===== config.mk =====
export PLATFORM = sky130hd
export DESIGN_NAME = timers_with_watchdog
export DESIGN_NICKNAME = d
export VERILOG_FILES = /design/src/shared/timers_pkg.sv /design/src/core/timers_with_watchdog.sv
export SDC_FILE = /design/constraint.sdc
export NUM_CORES = 1
export LEC_CHECK = 0
export BUFFER_PORTS_ARGS = -buffer_cell sky130_fd_sc_hd__clkbuf_2
export CAP_MARGIN = 25
export CORE_ASPECT_RATIO = 1.25
export CORE_MARGIN = 2
export CORE_UTILIZATION = 60
export DETAILED_ROUTE_END_ITERATION = 8
export GPL_TIMING_DRIVEN = 1
export PLACE_DENSITY = 0.79
export SLEW_MARGIN = 40
export SYNTH_ARGS = -nofsm -noshare
export SYNTH_HDL_FRONTEND = slang
export SYNTH_SLANG_ARGS = --single-unit

===== constraint.sdc =====
create_clock -name I_SYS_CLK -period 10.9 [get_ports I_SYS_CLK]
set_input_delay 2.18 -clock I_SYS_CLK [delete_from_list [all_inputs] [get_ports I_SYS_CLK]]
set_output_delay 2.18 -clock I_SYS_CLK [all_outputs]
set_load 0.01 [all_outputs]

===== src/shared/timers_pkg.sv =====
package timers_pkg;
   // register byte addresses on the bus
   localparam logic [31:0] T0_LOAD_ADR = 32'hffff_0300;
   localparam logic [31:0] T0_VALUE_ADR = 32'hffff_0304;
   localparam logic [31:0] T0_CTRL_ADR = 32'hffff_0308;
   localparam logic [31:0] T0_CLR_ADR = 32'hffff_030c;
   localparam logic [31:0] T2_LOAD_ADR = 32'hffff_0340;
   localparam logic [31:0] T2_VALUE_ADR = 32'hffff_0344;
   localparam logic [31:0] T2_CTRL_ADR = 32'hffff_0348;
   localparam logic [31:0] T2_CLR_ADR = 32'hffff_034c;
   localparam logic [31:0] WD_LOAD_ADR = 32'hffff_0360;
   localparam logic [31:0] WD_VALUE_ADR = 32'hffff_0364;
   localparam logic [31:0] WD_CTRL_ADR = 32'hffff_0368;
   localparam logic [31:0] WD_SRV_ADR = 32'hffff_036c;
   // values after reset
   localparam logic [15:0] VAL16_RESET = 16'hffff;
   localparam logic [15:0] LOAD16_RESET = 16'h0000;
   localparam logic [31:0] VAL32_RESET = 32'hffff_ffff;
   localparam logic [31:0] LOAD32_RESET = 32'h0000_0000;
   // time format fields and limits
   localparam int HOUR_LSB = 24;
   localparam int MIN_LSB = 16;
   localparam int SEC_LSB = 8;
   localparam int TICK_LSB = 0;
   localparam logic [7:0] HOUR_MAX_DAY = 8'h17;
   localparam logic [7:0] HOUR_MAX_FULL = 8'hff;
   localparam logic [5:0] MINSEC_MAX = 6'h3b;
   localparam logic [6:0] TICK_MAX = 7'h7f;
   localparam logic [31:0] TIME_MASK = 32'hff3f_3f7f;
   // prescaler terminal counts and their codes, then the format and source codes
   localparam logic [14:0] DIV1_MASK = 15'h0000;
   localparam logic [14:0] DIV16_MASK = 15'h000f;
   localparam logic [14:0] DIV256_MASK = 15'h00ff;
   localparam logic [14:0] DIV32K_MASK = 15'h7fff;
   localparam logic [1:0] PRE2_DIV16 = 2'h1;
   localparam logic [1:0] PRE2_DIV256 = 2'h2;
   localparam logic [3:0] PRE4_DIV16 = 4'h4;
   localparam logic [3:0] PRE4_DIV256 = 4'h8;
   localparam logic [3:0] PRE4_DIV32K = 4'hf;
   localparam logic [1:0] FMT_TIME_DAY = 2'h2;
   localparam logic [1:0] SRC_OSC = 2'h2;
   localparam logic [1:0] SRC_CORE = 2'h3;
   // writable bits of the control registers
   localparam logic [7:0] T0_CTRL_MASK = 8'hcc;
   localparam logic [8:0] WD_CTRL_MASK = 9'h1ee;
   // control register layouts, msb first
   typedef struct packed {
      logic enable; logic periodic; logic [1:0] rsvd_hi;
      logic [1:0] prescale; logic [1:0] rsvd_lo;
   } t0_ctrl_t;
   typedef struct packed {
      logic [1:0] source; logic count_up; logic enable; logic periodic;
      logic [1:0] format; logic [3:0] prescale;
   } t2_ctrl_t;
   typedef struct packed {
      logic count_up; logic enable; logic periodic; logic wd_mode; logic rsvd4;
      logic [1:0] prescale; logic irq_not_reset; logic rsvd0;
   } wd_ctrl_t;
endpackage


===== src/core/timers_with_watchdog.sv =====
// Decided for this implementation: the Wishbone interface to the registers.
`timescale 1ns/1ps
// Behaviour
// - time format packs hours, minutes, seconds, ticks
// - timer0 is 16-bit down counter, core clock
// - timer0 control bit 7 enables, reset cleared
// - timer0 control bit 6 selects periodic mode
// - timer0 prescale 1/16/256, code 11 as 00
// - timer0 value reads live, resets to ffff
// - any write to timer0 clear drops interrupt, unless an event falls in that cycle
// - timer2 source: crystal, oscillator or core clock
// - timer2 bit 8 selects up counting
// - timer2 bit 7 enable, bit 6 periodic
// - timer2 format: binary, 23-hour or 255-hour time
// - timer2 prescale 1/16/256/32768 by code
// - any write to timer2 clear drops interrupt, unless an event falls in that cycle
// - watchdog normal mode like timer0, 32 kHz, up
// - control bit 5 enters watchdog mode, counts down
// - expiry gives reset or interrupt by bit 1
// - service write reloads counter, new timeout
// - watchdog mode locks load and control until reset
// - watchdog mode runs from 32 kHz tick
// - watchdog value resets ffff, load resets 0000
// - free-running counters wrap around at the ends
// - periodic counters restart from load register
// - interrupt when count reaches zero counting down or full counting up
module timers_with_watchdog
   import timers_pkg::*;
(
   input wire logic I_SYS_CLK,
   input wire logic I_RESET,
   input wire logic I_CLK_EN,
   input wire logic I_XTAL_CLK,
   input wire logic I_OSC_CLK,
   input wire logic I_LF_CLK,
   input wire logic I_WB_CYC,
   input wire logic I_WB_STB,
   input wire logic I_WB_WE,
   input wire logic [31:0] I_WB_ADR,
   input wire logic [3:0] I_WB_SEL,
   input wire logic [31:0] I_WB_DAT,
   output logic O_WB_ACK,
   output logic [31:0] O_WB_DAT,
   output logic O_T0_IRQ,
   output logic O_T2_IRQ,
   output logic O_WD_IRQ,
   output logic O_WD_RESET
);
   // prescaler terminal count for the two-bit prescale fields
   function automatic logic [14:0] div_mask2(input logic [1:0] code);
      if (code == PRE2_DIV16) return DIV16_MASK;
      if (code == PRE2_DIV256) return DIV256_MASK;
      return DIV1_MASK; // code 11 falls here and divides by one
   endfunction

   // byte-lane merge of a write into an old word
   function automatic logic [31:0] merge(input logic [31:0] old, input logic [31:0] nw,
                                         input logic [3:0] sel);
      logic [31:0] r;
      r = old;
      for (int i = 0; i < 4; i++) begin
         if (sel[i]) r[8*i +: 8] = nw[8*i +: 8];
      end
      return r;
   endfunction

   // one tick of the hour:minute:second:tick counter, both directions
   function automatic logic [31:0] time_step(input logic [31:0] v, input logic up,
                                             input logic [7:0] hmax);
      logic [7:0] h;
      logic [5:0] m;
      logic [5:0] s;
      logic [6:0] t;
      h = v[HOUR_LSB +: 8];
      m = v[MIN_LSB +: 6];
      s = v[SEC_LSB +: 6];
      t = v[TICK_LSB +: 7];
      if (up) begin
         if (t != TICK_MAX) t = t + 7'h01;
         else begin
            t = 7'h00;
            if (s != MINSEC_MAX) s = s + 6'h01;
            else begin
               s = 6'h00;
               if (m != MINSEC_MAX) m = m + 6'h01;
               else begin
                  m = 6'h00;
                  h = (h >= hmax) ? 8'h00 : h + 8'h01;
               end
            end
         end
      end else begin
         if (t != 7'h00) t = t - 7'h01;
         else begin
            t = TICK_MAX;
            if (s != 6'h00) s = s - 6'h01;
            else begin
               s = MINSEC_MAX;
               if (m != 6'h00) m = m - 6'h01;
               else begin
                  m = MINSEC_MAX;
                  h = (h == 8'h00) ? hmax : h - 8'h01;
               end
            end
         end
      end
      return {h, 2'b00, m, 2'b00, s, 1'b0, t}; // gaps always zero
   endfunction

   // ---------------- bus slave ----------------
   logic req; // new request, not yet answered
   logic wr; // write strobe for this request
   logic [31:0] rd_data; // read mux result
   logic wr_t0_load, wr_t0_ctl, wr_t0_clr;
   logic wr_t2_load, wr_t2_ctl, wr_t2_clr;
   logic wr_wd_load, wr_wd_ctl, wr_wd_srv;

   assign req = I_CLK_EN & I_WB_CYC & I_WB_STB & ~O_WB_ACK;
   assign wr = req & I_WB_WE;
   assign wr_t0_load = wr && I_WB_ADR == T0_LOAD_ADR;
   assign wr_t0_ctl = wr && I_WB_ADR == T0_CTRL_ADR;
   assign wr_t0_clr = wr && I_WB_ADR == T0_CLR_ADR; // data ignored
   assign wr_t2_load = wr && I_WB_ADR == T2_LOAD_ADR;
   assign wr_t2_ctl = wr && I_WB_ADR == T2_CTRL_ADR;
   assign wr_t2_clr = wr && I_WB_ADR == T2_CLR_ADR; // data ignored
   assign wr_wd_load = wr && I_WB_ADR == WD_LOAD_ADR;
   assign wr_wd_ctl = wr && I_WB_ADR == WD_CTRL_ADR;
   assign wr_wd_srv = wr && I_WB_ADR == WD_SRV_ADR;

   // timer state, declared here so the read mux can see it
   logic [15:0] t0_load, t0_val;
   t0_ctrl_t t0_ctl;
   logic [31:0] t2_load, t2_val;
   t2_ctrl_t t2_ctl;
   logic [15:0] wd_load, wd_val;
   wd_ctrl_t wd_ctl;

   // byte-lane merged write words; a function result cannot be part-selected directly
   logic [31:0] m_t0_load, m_t0_ctl, m_t2_ctl, m_wd_load, m_wd_ctl;
   t2_ctrl_t t2_ctl_new; // timer2 control as it stands after this write
   assign m_t0_load = merge({16'h0000, t0_load}, I_WB_DAT, I_WB_SEL);
   assign m_t0_ctl = merge({24'h00_0000, t0_ctl}, I_WB_DAT, I_WB_SEL);
   assign m_t2_ctl = merge({21'h00_0000, t2_ctl}, I_WB_DAT, I_WB_SEL);
   assign m_wd_load = merge({16'h0000, wd_load}, I_WB_DAT, I_WB_SEL);
   assign m_wd_ctl = merge({23'h00_0000, wd_ctl}, I_WB_DAT, I_WB_SEL);
   assign t2_ctl_new = m_t2_ctl[10:0];

   // read mux; unmapped and write-only addresses read zero
   always_comb begin
      case (I_WB_ADR)
         T0_LOAD_ADR: rd_data = {16'h0000, t0_load};
         T0_VALUE_ADR: rd_data = {16'h0000, t0_val}; // live count
         T0_CTRL_ADR: rd_data = {24'h00_0000, t0_ctl};
         T2_LOAD_ADR: rd_data = t2_load;
         T2_VALUE_ADR: rd_data = t2_val;
         T2_CTRL_ADR: rd_data = {21'h00_0000, t2_ctl};
         WD_LOAD_ADR: rd_data = {16'h0000, wd_load};
         WD_VALUE_ADR: rd_data = {16'h0000, wd_val};
         WD_CTRL_ADR: rd_data = {23'h00_0000, wd_ctl};
         default: rd_data = 32'h0000_0000;
      endcase
   end

   // one wait state: ack and data the edge after the request, ack drops next
   always_ff @(posedge I_SYS_CLK or posedge I_RESET) begin
      if (I_RESET) begin
         O_WB_ACK <= 1'b0;
         O_WB_DAT <= 32'h0000_0000;
      end else if (I_CLK_EN) begin
         O_WB_ACK <= req;
         if (req && !I_WB_WE) O_WB_DAT <= rd_data;
      end
   end

   // ---------------- pin clock synchronisers ----------------
   // order: 0 crystal, 1 internal oscillator, 2 32 kHz
   logic [2:0] src_pin, sync1, sync2, sync3, agreed, rise;
   assign src_pin = {I_LF_CLK, I_OSC_CLK, I_XTAL_CLK};
   genvar g;
   for (g = 0; g < 3; g++) begin : g_sync
      // a rising edge counts once stages two and three agree on high
      always_ff @(posedge I_SYS_CLK or posedge I_RESET) begin
         if (I_RESET) begin
            sync1[g] <= 1'b0;
            sync2[g] <= 1'b0;
            sync3[g] <= 1'b0;
            agreed[g] <= 1'b0;
         end else if (I_CLK_EN) begin
            sync1[g] <= src_pin[g];
            sync2[g] <= sync1[g];
            sync3[g] <= sync2[g];
            if (sync2[g] == sync3[g]) agreed[g] <= sync3[g];
         end
      end
      assign rise[g] = sync2[g] & sync3[g] & ~agreed[g];
   end

   // ---------------- timer0 ----------------
   logic [14:0] t0_pre; // prescale divider
   logic t0_hit, t0_run, t0_evt;
   logic [15:0] next_t0_val;

   always_comb begin
      t0_hit = (t0_pre == div_mask2(t0_ctl.prescale));
      t0_run = I_CLK_EN & t0_ctl.enable & t0_hit;
      // periodic restarts from load; free-running wraps 0 -> ffff
      if (t0_ctl.periodic && t0_val == 16'h0000) next_t0_val = t0_load;
      else next_t0_val = t0_val - 16'h0001; // down only
      t0_evt = t0_run && next_t0_val == 16'h0000;
   end

   // timer0 registers; a control write restarts the count from load
   always_ff @(posedge I_SYS_CLK or posedge I_RESET) begin
      if (I_RESET) begin
         t0_load <= LOAD16_RESET;
         t0_ctl <= '0;
         t0_val <= VAL16_RESET;
      end else begin
         if (wr_t0_load) t0_load <= m_t0_load[15:0];
         if (wr_t0_ctl) begin
            t0_ctl <= m_t0_ctl[7:0] & T0_CTRL_MASK;
            t0_val <= t0_load;
         end else if (t0_run) t0_val <= next_t0_val;
      end
   end

   // prescaler is held clear while stopped so each start sees a full period
   always_ff @(posedge I_SYS_CLK or posedge I_RESET) begin
      if (I_RESET) t0_pre <= DIV1_MASK;
      else if (I_CLK_EN) begin
         if (!t0_ctl.enable || wr_t0_ctl || t0_hit) t0_pre <= DIV1_MASK;
         else t0_pre <= t0_pre + 15'h0001;
      end
   end

   // pending flag: an event in the clearing cycle wins
   always_ff @(posedge I_SYS_CLK or posedge I_RESET) begin
      if (I_RESET) O_T0_IRQ <= 1'b0;
      else if (t0_evt) O_T0_IRQ <= 1'b1;
      else if (wr_t0_clr) O_T0_IRQ <= 1'b0;
   end

   // ---------------- timer2 ----------------
   logic [14:0] t2_pre, t2_mask;
   logic t2_src_tick, t2_hit, t2_run, t2_evt, t2_time;
   logic [7:0] t2_hmax;
   logic [31:0] t2_full, t2_target, t2_reload, next_t2_val;

   always_comb begin
      // source select: crystal for 00/01, oscillator 10, core 11
      case (t2_ctl.source)
         SRC_OSC: t2_src_tick = rise[1];
         SRC_CORE: t2_src_tick = 1'b1;
         default: t2_src_tick = rise[0];
      endcase
      case (t2_ctl.prescale) // unlisted codes divide by one
         PRE4_DIV16: t2_mask = DIV16_MASK;
         PRE4_DIV256: t2_mask = DIV256_MASK;
         PRE4_DIV32K: t2_mask = DIV32K_MASK;
         default: t2_mask = DIV1_MASK;
      endcase
      t2_hit = t2_src_tick && t2_pre == t2_mask;
      t2_run = I_CLK_EN & t2_ctl.enable & t2_hit;
      // format 01 is reserved and counts as binary
      t2_time = t2_ctl.format[1];
      t2_hmax = (t2_ctl.format == FMT_TIME_DAY) ? HOUR_MAX_DAY : HOUR_MAX_FULL;
      t2_full = t2_time ? {t2_hmax, 2'b00, MINSEC_MAX, 2'b00, MINSEC_MAX, 1'b0, TICK_MAX}
                        : VAL32_RESET;
      t2_target = t2_ctl.count_up ? t2_full : 32'h0000_0000;
      t2_reload = t2_time ? (t2_load & TIME_MASK) : t2_load;
      if (t2_ctl.periodic && t2_val == t2_target) next_t2_val = t2_reload;
      else if (t2_time) next_t2_val = time_step(t2_val, t2_ctl.count_up, t2_hmax);
      else if (t2_ctl.count_up) next_t2_val = t2_val + 32'h0000_0001; // wraps
      else next_t2_val = t2_val - 32'h0000_0001;
      t2_evt = t2_run && next_t2_val == t2_target;
   end

   // timer2 registers
   always_ff @(posedge I_SYS_CLK or posedge I_RESET) begin
      if (I_RESET) begin
         t2_load <= LOAD32_RESET;
         t2_ctl <= '0;
         t2_val <= VAL32_RESET;
      end else begin
         if (wr_t2_load) t2_load <= merge(t2_load, I_WB_DAT, I_WB_SEL);
         if (wr_t2_ctl) begin
            t2_ctl <= t2_ctl_new;
            // mask by the format being written, so gap bits never reach the count
            t2_val <= t2_ctl_new.format[1] ? (t2_load & TIME_MASK) : t2_load;
         end else if (t2_run) t2_val <= next_t2_val;
      end
   end

   // timer2 prescaler advances only on source ticks
   always_ff @(posedge I_SYS_CLK or posedge I_RESET) begin
      if (I_RESET) t2_pre <= DIV1_MASK;
      else if (I_CLK_EN) begin
         if (!t2_ctl.enable || wr_t2_ctl || t2_hit) t2_pre <= DIV1_MASK;
         else if (t2_src_tick) t2_pre <= t2_pre + 15'h0001;
      end
   end

   // timer2 pending flag, set wins over clear
   always_ff @(posedge I_SYS_CLK or posedge I_RESET) begin
      if (I_RESET) O_T2_IRQ <= 1'b0;
      else if (t2_evt) O_T2_IRQ <= 1'b1;
      else if (wr_t2_clr) O_T2_IRQ <= 1'b0;
   end

   // ---------------- watchdog ----------------
   logic [14:0] wd_pre;
   logic wd_hit, wd_run, wd_evt, wd_up, wd_per, wd_lock;
   logic [15:0] wd_target, next_wd_val;

   always_comb begin
      wd_lock = wd_ctl.wd_mode; // only reset leaves this
      wd_hit = rise[2] && wd_pre == div_mask2(wd_ctl.prescale); // 32 kHz
      wd_run = I_CLK_EN & (wd_ctl.enable | wd_lock) & wd_hit;
      wd_up = wd_ctl.count_up & ~wd_lock; // watchdog mode always counts down
      wd_per = wd_ctl.periodic | wd_lock; // expiry reloads the timeout
      wd_target = wd_up ? VAL16_RESET : 16'h0000;
      if (wd_per && wd_val == wd_target) next_wd_val = wd_load;
      else if (wd_up) next_wd_val = wd_val + 16'h0001;
      else next_wd_val = wd_val - 16'h0001;
      wd_evt = wd_run && next_wd_val == wd_target;
   end

   // watchdog registers; load and control ignore writes while locked
   always_ff @(posedge I_SYS_CLK or posedge I_RESET) begin
      if (I_RESET) begin
         wd_load <= LOAD16_RESET;
         wd_ctl <= '0;
         wd_val <= VAL16_RESET;
      end else begin
         if (wr_wd_load && !wd_lock) begin
            wd_load <= m_wd_load[15:0];
         end
         // the counter takes the load already written, so load must come first
         if (wr_wd_ctl && !wd_lock) begin
            wd_ctl <= m_wd_ctl[8:0] & WD_CTRL_MASK;
            wd_val <= wd_load;
         end else if (wr_wd_srv && wd_lock) wd_val <= wd_load; // fresh timeout
         else if (wd_run) wd_val <= next_wd_val;
      end
   end

   // watchdog prescaler on 32 kHz ticks; a service also restarts it
   always_ff @(posedge I_SYS_CLK or posedge I_RESET) begin
      if (I_RESET) wd_pre <= DIV1_MASK;
      else if (I_CLK_EN) begin
         if (!(wd_ctl.enable | wd_lock) || wr_wd_ctl || wr_wd_srv || wd_hit) wd_pre <= DIV1_MASK;
         else if (rise[2]) wd_pre <= wd_pre + 15'h0001;
      end
   end

   // expiry: reset request is sticky until the system reset arrives
   always_ff @(posedge I_SYS_CLK or posedge I_RESET) begin
      if (I_RESET) begin
         O_WD_IRQ <= 1'b0;
         O_WD_RESET <= 1'b0;
      end else begin
         if (wd_evt && wd_lock && !wd_ctl.irq_not_reset) O_WD_RESET <= 1'b1;
         if (wd_evt && (!wd_lock || wd_ctl.irq_not_reset)) O_WD_IRQ <= 1'b1;
         else if (wr_wd_srv) O_WD_IRQ <= 1'b0;
      end
   end
endmodule // timers_with_watchdog


# == After elaboration in Yosys (flattened, before gate mapping) ==
# Index checks and enable logic that the tools add are counted.
# W data, S select, Z words.
# op_classes
addsub,16
order_cmp,1
n_eq_ne,35
muxes,72
bitwise,24
reduce_logical,71
# ops
op,count
$eq A32 B32 Y1 const B,12
$pmux W32 S9,1
$mux W32,7
$mux W15,13
$mux W16,9
$mux W8,10
$mux W6,13
$eq A32 B32 Y1,2
$mux W24,2
$add A15 B1 Y15 const B,3
$eq A15 B15 Y1,3
$pmux W15 S3,1
$reduce_and A2 Y1,19
$add A32 B1 Y32 const B,1
$eq A16 B16 Y1,2
$logic_not A16 Y1,2
$sub A16 B1 Y16 const B,2
$sub A32 B1 Y32 const B,1
$logic_and A1 B1 Y1,24
$mux W7,3
$and A1 B1 Y1,17
$add A16 B1 Y16 const B,1
$reduce_bool A2 Y1,7
$add A6 B1 Y6 const B,2
23 further kinds,62
# totals
register_bits,244
in_bits,77
output_inout_bits,37
elab_cells,267

# == Longest topological paths before layout ==
# Gate-level depths: netlist of the first run.
# logic_depth
ltp_word,13
depth_mapped,17

# == Least setup slack after synthesis of the first run ==
# OpenSTA, ideal clock, no wires.
# synth_path
path_kind,input-to-reg
start,input I_WB_ADR[10]
end,register wd_ctl[1] (netlist name)
setup_time_ns,0.128
arrival_time_ns,4.758
required_ns,10.772
setup_slack_ns,6.014
stages,10
path_buffers,2
path_cell_list,nand4bb_1 > nor4_1 > nand4_1 > or4_1 > or3_1 > clkbuf_1 > nor2_1 > and3_1 > buf_2 > mux2_1
# synth_between
elab_chain_len,4
# synth_rtl
element,line,rtl
"start, declared",timers_with_watchdog.sv:39,"input wire logic [31:0] I_WB_ADR,"
$eq A32 B32 Y1,timers_with_watchdog.sv:127,assign wr_wd_ctl = wr && I_WB_ADR == WD_CTRL_ADR;
$logic_and A1 B1 Y1,timers_with_watchdog.sv:127,
$logic_and A1 B1 Y1,timers_with_watchdog.sv:339,if (wr_wd_ctl && !wd_lock) begin
$reduce_and A2 Y1 (no line),n/a,
"end signal, assigned",timers_with_watchdog.sv:340,wd_ctl <= m_wd_ctl[8:0] & WD_CTRL_MASK;
"end, declared",timers_with_watchdog.sv:136,wd_ctrl_t wd_ctl;
# No other way between the ends.
# A chain may end at the register's enable or synchronous reset.

# == Worst setup path in the final report of the first run ==
# layout_path
start,register wd_ctl (netlist bit wd_lock)
end,register O_WD_IRQ
# layout_between
elab_chain_len,10
word_cells_on_any_way,18
classes_between,eq/ne (2); mux (4); bitwise (6); reduce/logical (6)
# layout_rtl
element,line,rtl
$not A1 Y1,timers_with_watchdog.sv:319,wd_up = wd_ctl.count_up & ~wd_lock;
$and A1 B1 Y1,timers_with_watchdog.sv:319,
$mux W16,timers_with_watchdog.sv:321,wd_target = wd_up ? VAL16_RESET : 16'h0000;
$eq A16 B16 Y1,timers_with_watchdog.sv:322,if (wd_per && wd_val == wd_target) next_wd_val = wd_load;
$logic_and A1 B1 Y1,timers_with_watchdog.sv:322,
$mux W16,timers_with_watchdog.sv:322,
$eq A16 B16 Y1,timers_with_watchdog.sv:325,wd_evt = wd_run && next_wd_val == wd_target;
$logic_and A1 B1 Y1,timers_with_watchdog.sv:325,
$logic_and A1 B1 Y1 (*),timers_with_watchdog.sv:363,if (wd_evt && (!wd_lock || wd_ctl.irq_not_reset)) O_WD_IRQ <= 1'b1;
$mux W1 or $reduce_bool A2 Y1 (tied branches),n/a,
"end signal, assigned",timers_with_watchdog.sv:359,O_WD_IRQ <= 1'b0;
"end signal, assigned",timers_with_watchdog.sv:363,
"end signal, assigned",timers_with_watchdog.sv:364,else if (wr_wd_srv) O_WD_IRQ <= 1'b0;
"end, declared",timers_with_watchdog.sv:46,"output logic O_WD_IRQ,"
# Mark *: on every way between the ends. The rest lies on a longest branch, timed or not.

==> reports/summary.md, run 1 <==
The run finished with clean final reports. The tools report the global-route wire length before repair as 90300 um. The final critical delay including setup and external delays works out to 5.11 ns. The worst setup path is captured at a flip-flop.

The run gives 2227 as the number of nets produced by synthesis. The worst-case setup slack after placement came out at 5.28 ns. For the reg2reg setup slack, the log shows 5.79 ns. By startpoint and endpoint, the worst setup path is classified as reg2reg. In this run the standard cell core region covers 29100 um^2. The tools report the utilization of the core after routing as 0.663.

dfrtp_1 takes more of the synthesized area than any other cell. The most common library cell in the layout ignoring fill and taps was nor2_1. Clock-pin slew was measured on the worst setup and hold paths at 0.06 ns. Met3 track demand over resource in global routing: 0.0470.

For the number of antenna violations at the first check in global routing, the log shows 0. Measured along the x axis, the die boundary spans 157 um. The global-route congestion overflow total was 0. In the layout the commonest cells are nor2_1, nand2_1, dfrtp_1.

The worst setup path is launched from a flip-flop. The kind of path behind the tightest hold check is reg2reg. Traced cell by cell, the critical path runs through nand2b_2 -> ha_1 -> nand4_2 -> nor4_2 -> nand2_1 -> mux2i_1 -> nand4_1 -> or4_1 -> a21boi_1 -> nand4_1 -> nor4_1 -> mux2i_1 -> o21ai_1. The area share of the leading cell type in the synthesized netlist was 0.256.

Dominant synthesized flop cell: dfrtp_1. The logs give 0 for the DRC violation count after routing and 2080 for the number of cells produced by synthesis. TritonCTS built the clock tree. The tools report the met2 demand-to-capacity share in global routing as 0.611. The via count of the first global-routing pass is 16665, and the cell area power density is 104 nW/um^2. The delay of the slowest cell on the worst path is 0.61 ns.

Along the worst path, the maximum fanout reaches 24. The count of buffers from port buffering is 113, and the die boundary height is 196 um. Setup violations remaining at the end of the flow were counted as 0.

Hold repair after CTS inserted 0 buffers. For the number of H-tree levels, the log shows 1. The synthesized design contains 244 register bits.

The logs give 0 for the count of endpoints failing hold in the final timing report and 17600 um^2 for the mapped cell area. For the pin with the worst max-slew slack, the measured transition is 0.909 ns. For the worst-skew pair, the clock arrives at the later sink with an insertion delay of 0.54 ns. Final-report max-slew violation count: 0. Across the routed clock network, the largest skew measured is 0.0252 ns. The tools report the final standard cell area without fillers as 19300 um^2.

Setup repair after global routing left no endpoint under its margin. For the quantity of gates resized following cts, the log shows 0. The placer congestion estimate was 0.981; the number of warning messages in the yosys log was 0.

The final layout contains 2264 nets. The first routing iteration left 2114 violations. The area of the die was 30800 um^2.

Pin placement for this block handled 114 I/O pins. The number of buffers and inverters on the critical path is 0. Setup slack closes at 5.79 ns. At the worst endpoint, the required time is 11.35 ns. Timing would allow up to 196 MHz.

From synthesis to final layout, the design area changed by 9.30%. The global routing usage summed across all routing layers was 0.374; the worst voltage drop across the vdd grid was 171 uV. The sequential cell area fraction in the yosys report was 0.351; the critical path arrival was 5.56 ns.

Starting density of the core: 0.606. The global routing usage on met1 is 0.462. In this run the cell area measured after placement is 18400 um^2. Maximum number of pins on one net before global-route repair: 101.

The post-synthesis average cell area is 8.47 um^2, and the count of placed standard cells in the final layout, fillers left out is 2529. No sink is reached through more buffers than the 3 on the longest clock path. The share of the clock period used by the worst path after layout works out to 0.469.

The antenna cell count is 0, and the number of different library cells in the post-synthesis netlist is 92. The slowest cell on the critical path is nor4_2. The top cell family by delay on the critical path was simple AND/OR/NAND/NOR gates. Cell at the root of the clock tree: clkbuf_16.

The logs give 0 for the number of max-cap violations and 2488 for the number of instances in the placed design. The number of enable-type register cells in the synthesized netlist was 0; the share of final-layout standard cells stronger than drive strength 1 was 0.168. Yosys attributes the largest share of cell area to dfrtp_1, dfstp_2, mux2_2.

The number of buffers added by the clock tree synthesis step came out at 23. After clock tree synthesis, the setup repair step added 0 buffers. The clock sink total came out at 244. The wire length per cell after detailed routing was 22.9 um. The detailed-route vias per instance came out at 6.88. The share of synthesized registers carrying an async set or reset works out to 1.00.

In this run the static leakage power is 8.57 nW. met2 is the most crowded layer. The routed design has 57900 um of wire. For the setup total negative slack, the log shows 0 ns. After legalization and detailed placement, the total HPWL measured 42600 um.

The run gives 8 as the number of iterations in the first detailed-routing pass. Count of antenna-violating nets left after detailed routing: 0. The headroom to the max-slew limit was 0.392; the row count was 70.

For the total vias in the final route, the log shows 17392.
layout make-up:
| cell class | count | area, um^2 |
|---|---|---|
| Timing Repair Buffer | 136 | 746 |
| Tap cell | 396 | 495 |
| Clock buffer | 27 | 611 |
| Clock inverter | 14 | 265 |
| Inverter | 45 | 176 |
| Fill cell | 2392 | 9810 |
| Sequential cell | 244 | 6190 |
| Multi-Input combinational cell | 1667 | 10800 |
registers in the layout, summed over array words and instances (netlist names), 3 cells and up:
| signal | cells |
|---|---|
| t2_load | 32 |
| sync2 | 3 |
| t0_pre | 15 |
| t2_ctl | 11 |
| t0_ctl | 4 |
| sync1 | 3 |
| wd_val | 16 |
| wd_ctl | 6 |
| sync3 | 3 |
| wd_load | 16 |
| O_WB_DAT | 32 |
| wd_pre | 15 |
| t2_pre | 15 |
| t2_val | 32 |
| t0_val | 16 |
| agreed | 3 |
| t0_load | 16 |
layer usage:
metal	part of all wire	vias up	routed length [um]
li1	-	7782	-
met1	0.36	8291	20900
met2	0.47	1042	27100
met3	0.091	277	5260
met4	0.081	0	4700
met5	0	-	0
report_power, final:
part / internal (mW) / switching (mW)
Clock: 0.570 / 0.360
Sequential: 0.932 / 0.0172
Combinational: 0.0453 / 0.0705
metrics by stage:
stage	total power [mW]	hold WS [ns]
after global routing	2.05	0.525
after detailed placement	1.08	0.462
after CTS	2.01	0.482
after global placement	1.08	0.471
final	2.00	0.478
after floorplan	1.02	0.471
Yosys cell counts, drive strengths merged, types with 9 or more instances:
library cell,instances
nor2,232
nand2,204
dfrtp,180
o21ai,143
a21oi,132
mux2,107
clkbuf,89
nand3,73
ha,68
nor3,68
dfstp,64
nand4,55
inv,44
xor2,44
xnor2,39
and3,36
a22oi,35
buf,35
nor4,34
mux2i,32
a31oi,31
a221oi,29
o22ai,24
a21o,23
nand2b,21
nor2b,20
o211ai,20
o31ai,20
a211oi,17
or3,15
o21a,13
and4,12
or2,10
and2,9
cell families after synthesis:
group | synth area share
buffers and inverters | 0.0385
AOI/OAI and AO/OA | 0.201
DFF | 0.351
adders and majority gates | 0.0505
and+or+nand+nor | 0.228
xor gates and xnor gates | 0.0412
muxes | 0.0893
worst register-to-register path: stages, from the launching register on:
cell and delay, ns:
dfrtp_1 0.54, nand2b_2 0.55, ha_1 0.60, nand4_2 0.20, nor4_2 0.62, nand2_1 0.53, mux2i_1 0.38, nand4_1 0.10
or4_1 0.40, a21boi_1 0.23, nand4_1 0.14, nor4_1 0.26, mux2i_1 0.27, o21ai_1 0.21
path summary, 6_finish.rpt:
check                            from            to  cells after the start
setup / recovery              wd_lock      O_WD_IRQ                     13
setup reg to reg              wd_lock      O_WD_IRQ                     13
hold / removal             O_WD_RESET    O_WD_RESET                      1
min in group asynchronous     I_RESET   t0_load[11]                      2
max in group asynchronous     I_RESET  O_WB_DAT[26]                      3
hold reg to reg            O_WD_RESET    O_WD_RESET                      1
Power figures use the tool's default switching activity.
==> inputs of run 2 (changes only) <==
clock period = 5.4 ns   (was 10.9 ns; I/O delays follow)
==> reports/summary.md, run 2 (same netlist as run 1, synthesis figures left out) <==
The highest attainable clock frequency came out at 207 MHz (+5.7%). The count of antenna-violating nets left after detailed routing came out at 0 (unchanged). Critical path arrival: 5.27 ns (-0.29 ns). STA classifies the critical path endpoint as a flip-flop. The net total in the final layout came out at 2273 (+0.40%). The maximum number of pins on one net before global-route repair is 105 (+4.0%), and the critical-path maximum fanout is 16 (-33%).

The boundary pin count came out at 114 (unchanged). Number of buffers added by the clock tree synthesis step: 23 (unchanged). The cell sitting at the root of the clock tree is a clkbuf_16. The die width was 157 um (unchanged).

In this run the worst setup path begins at wd_lock. The worst-case setup slack after placement is 0.646 ns (-4.64 ns), and the wire length per cell after detailed routing is 23.1 um (+0.72%). The tools report the total vias in the final route as 17445 (+0.30%). The worst setup path is of the reg2reg kind. The run gives 29100 um^2 (unchanged) as the standard cell core area. The logs give 0 ns (unchanged) for the setup total negative slack and 0.0160 ns (-0.00924 ns) for the maximum clock skew at final layout. The area added between synthesis and finish was 9.40% (about the same). The flow ran to the end, and the final reports show no timing, DRC or antenna violations. The worst voltage drop across the vdd grid came out at 253 uV (+48%).

Headroom to the max-slew limit: 0.428 (+0.0367). In this run the worst hold path is classified as reg2reg. In the layout the commonest cells are nor2_1, nand2_1, dfrtp_1. The switching part of the total came out at 0.226 (+0.00141). The number of setup violations in the final report came out at 0 (unchanged). Following the worst setup path forward leads to its endpoint at O_WD_IRQ.

The maximum count of clock buffers along a single path came out at 3 (unchanged). The via count of the first global-routing pass is 16689 (+0.14%). Setup repair after global routing left no endpoint under its margin. The logs give 6 (-2) for the number of iterations in the first detailed-routing pass and 30800 um^2 (unchanged) for the area of the die.

The die boundary height is 196 um (unchanged), and the required time of the critical path is 5.83 ns (-5.52 ns). The share of final-layout standard cells stronger than drive strength 1 was 0.168 (about the same). The number of max-cap violations came out at 0 (unchanged). The detailed-route vias per instance is 6.87 (about the same). For the clock group share of total power, the log shows 0.447 (-0.019).

The largest registers in the layout are O_WB_DAT: 32 flops, t2_load: 32 flops, t2_val: 32 flops. STA classifies the critical path startpoint as a flip-flop. For the slack of the critical path, the log shows 0.564 ns (-5.22 ns). Source of the worst hold timing path: O_WB_DAT[6].

TritonCTS built the clock tree. The logs give 0.56 ns (-5.22 ns) for the reg2reg setup slack and 0.879 mW (+96%) for the net switching power. The share of the clock period used by the worst path after layout was 0.896 (+0.426). The clock transition at the register clock pins on the worst setup and hold paths after CTS came out at 0.06 ns (about the same). The hold buffer count at CTS came out at 0 (unchanged).

The run gives 0.492 (+0.016) as the share of total power in sequential cells. The number of H-tree levels is 1 (unchanged). The tools report the global-route wire length before repair as 91900 um (+1.7%). The final critical delay including setup and external delays came out at 4.84 ns (-0.277 ns).

The transition time at the pin with the least slew margin is 0.856 ns (-0.0526 ns), and the post-CTS setup-driven buffer insertion count is 0 (unchanged). The worst register-to-register path begins at wd_lock. The cell area power density is 202 nW/um^2 (+95%). The antenna cell count is 0 (unchanged), and the number of antenna violations at the first check in global routing is 1 (+1). For the global-route congestion overflow total, the log shows 0 (unchanged). The tools report the total length of routed wires as 58600 um (+1.1%).

For the quantity of gates resized following cts, the log shows 0 (unchanged). The count of buffers from port buffering was 113 (unchanged); the worst reg2reg path depth was 14 (+1). The number of instances in the placed design was 2497 (+0.36%); the final standard cell area without fillers was 19300 um^2 (about the same). The leakage power of the design was 8.60 nW (+0.33%).

Count of endpoints failing hold in the final timing report: 0 (unchanged). The most common library cell in the layout ignoring fill and taps is nor2_1. The row count was 70 (unchanged); the final-report max-slew violation count was 0 (unchanged).

The tools report the clock insertion delay at the later pin of the skew report as 0.52 ns (-0.02 ns). DRC violation count after routing: 0 (unchanged). The post-route total power was 3.89 mW (+95%); the placed standard-cell area was 18500 um^2 (+0.48%).

For the part of the power in combinational logic, the log shows 0.061 (+0.003). The tools report the initial detailed-routing violation count as 2369 (+12%). The run gives 0.379 (+0.00537) as the global routing usage summed across all routing layers.

The count of placed standard cells in the final layout, fillers left out came out at 2539 (+0.40%). In this run the critical register-to-register path is captured at O_WD_IRQ. The starting density of the core came out at 0.606 (unchanged).

The logs give 244 (unchanged) for the clock sink total and 3.01 mW (+95%) for the internal portion of total power. HPWL reported at the end of detailed placement: 43700 um (+2.5%). The placer congestion estimate was 1.05 (+7.4%).
[run 2: cell count changes in the layout (fill, tap and decap cells not counted), moves of 2 or more]
cell / before / now
bufinv_16: 7 / 4
clkbuf_8: 2 / 4
buf_4: 21 / 29
clkbuf_1: 2 / 7
[run 2: area by class of cell]
class,count,area (um^2)
clock buffer,34,657
inverter,45,173
multi-input combinational,1667,10800
clock inverter,8,144
sequential,244,6190
tap,396,495
fill,2447,9790
timing repair buffer,145,842
[run 2: metrics by stage]
| step | hold WS, ns | util |
|---|---|---|
| 6_report | 0.489 | 0.663 |
| 5_1_grt | 0.522 | 0.663 |
| 4_1_cts | 0.492 | 0.663 |
| 3_5_place_dp | 0.470 | 0.635 |
| 3_3_place_gp | 0.471 | 0.634 |
| 2_1_floorplan | 0.471 | - |
[run 2: power by group through the flow]
stage / Clock, mW / Combinational, mW / Sequential [mW]
floorplan: 0 / 0.113 / 1.95
global placement: 0 / 0.227 / 1.94
detailed placement: 0 / 0.236 / 1.95
CTS: 1.75 / 0.238 / 1.91
global route: 1.82 / 0.263 / 1.92
finish: 1.74 / 0.237 / 1.91
[run 2: how the worst min path moves through the flow]
| stage | end | slack [ns] | cells after the start |
|---|---|---|---|
| after CTS | O_WB_DAT[6] | 0.49 | 2 |
| after floorplan | agreed[0] | 0.47 | 1 |
| after global placement | O_WB_DAT[6] | 0.47 | 2 |
| after global routing | O_WB_DAT[6] | 0.52 | 2 |
| final | O_WB_DAT[6] | 0.49 | 2 |
| after detailed placement | O_WB_DAT[5] | 0.47 | 1 |
[run 2: critical path: stages, from the launching register on]
cell      delay [ns]
dfrtp_1         0.54
nand2b_1        0.43
buf_4           0.31
ha_1            0.42
nand4_1         0.16
nor4_2          0.42
nand2_1         0.54
mux2i_1         0.39
nand4_1         0.11
or4_1           0.40
a21boi_1        0.22
nand4_1         0.14
nor4_1          0.25
mux2i_1         0.22
o21ai_1         0.20
[run 2: metal layers]
| layer | global-route usage | part of all wire |
|---|---|---|
| met1 | 0.484 | 0.37 |
| met4 | 0.212 | 0.068 |
| met3 | 0.0431 | 0.089 |
| met2 | 0.624 | 0.47 |
| met5 | 0 | 0.00026 |
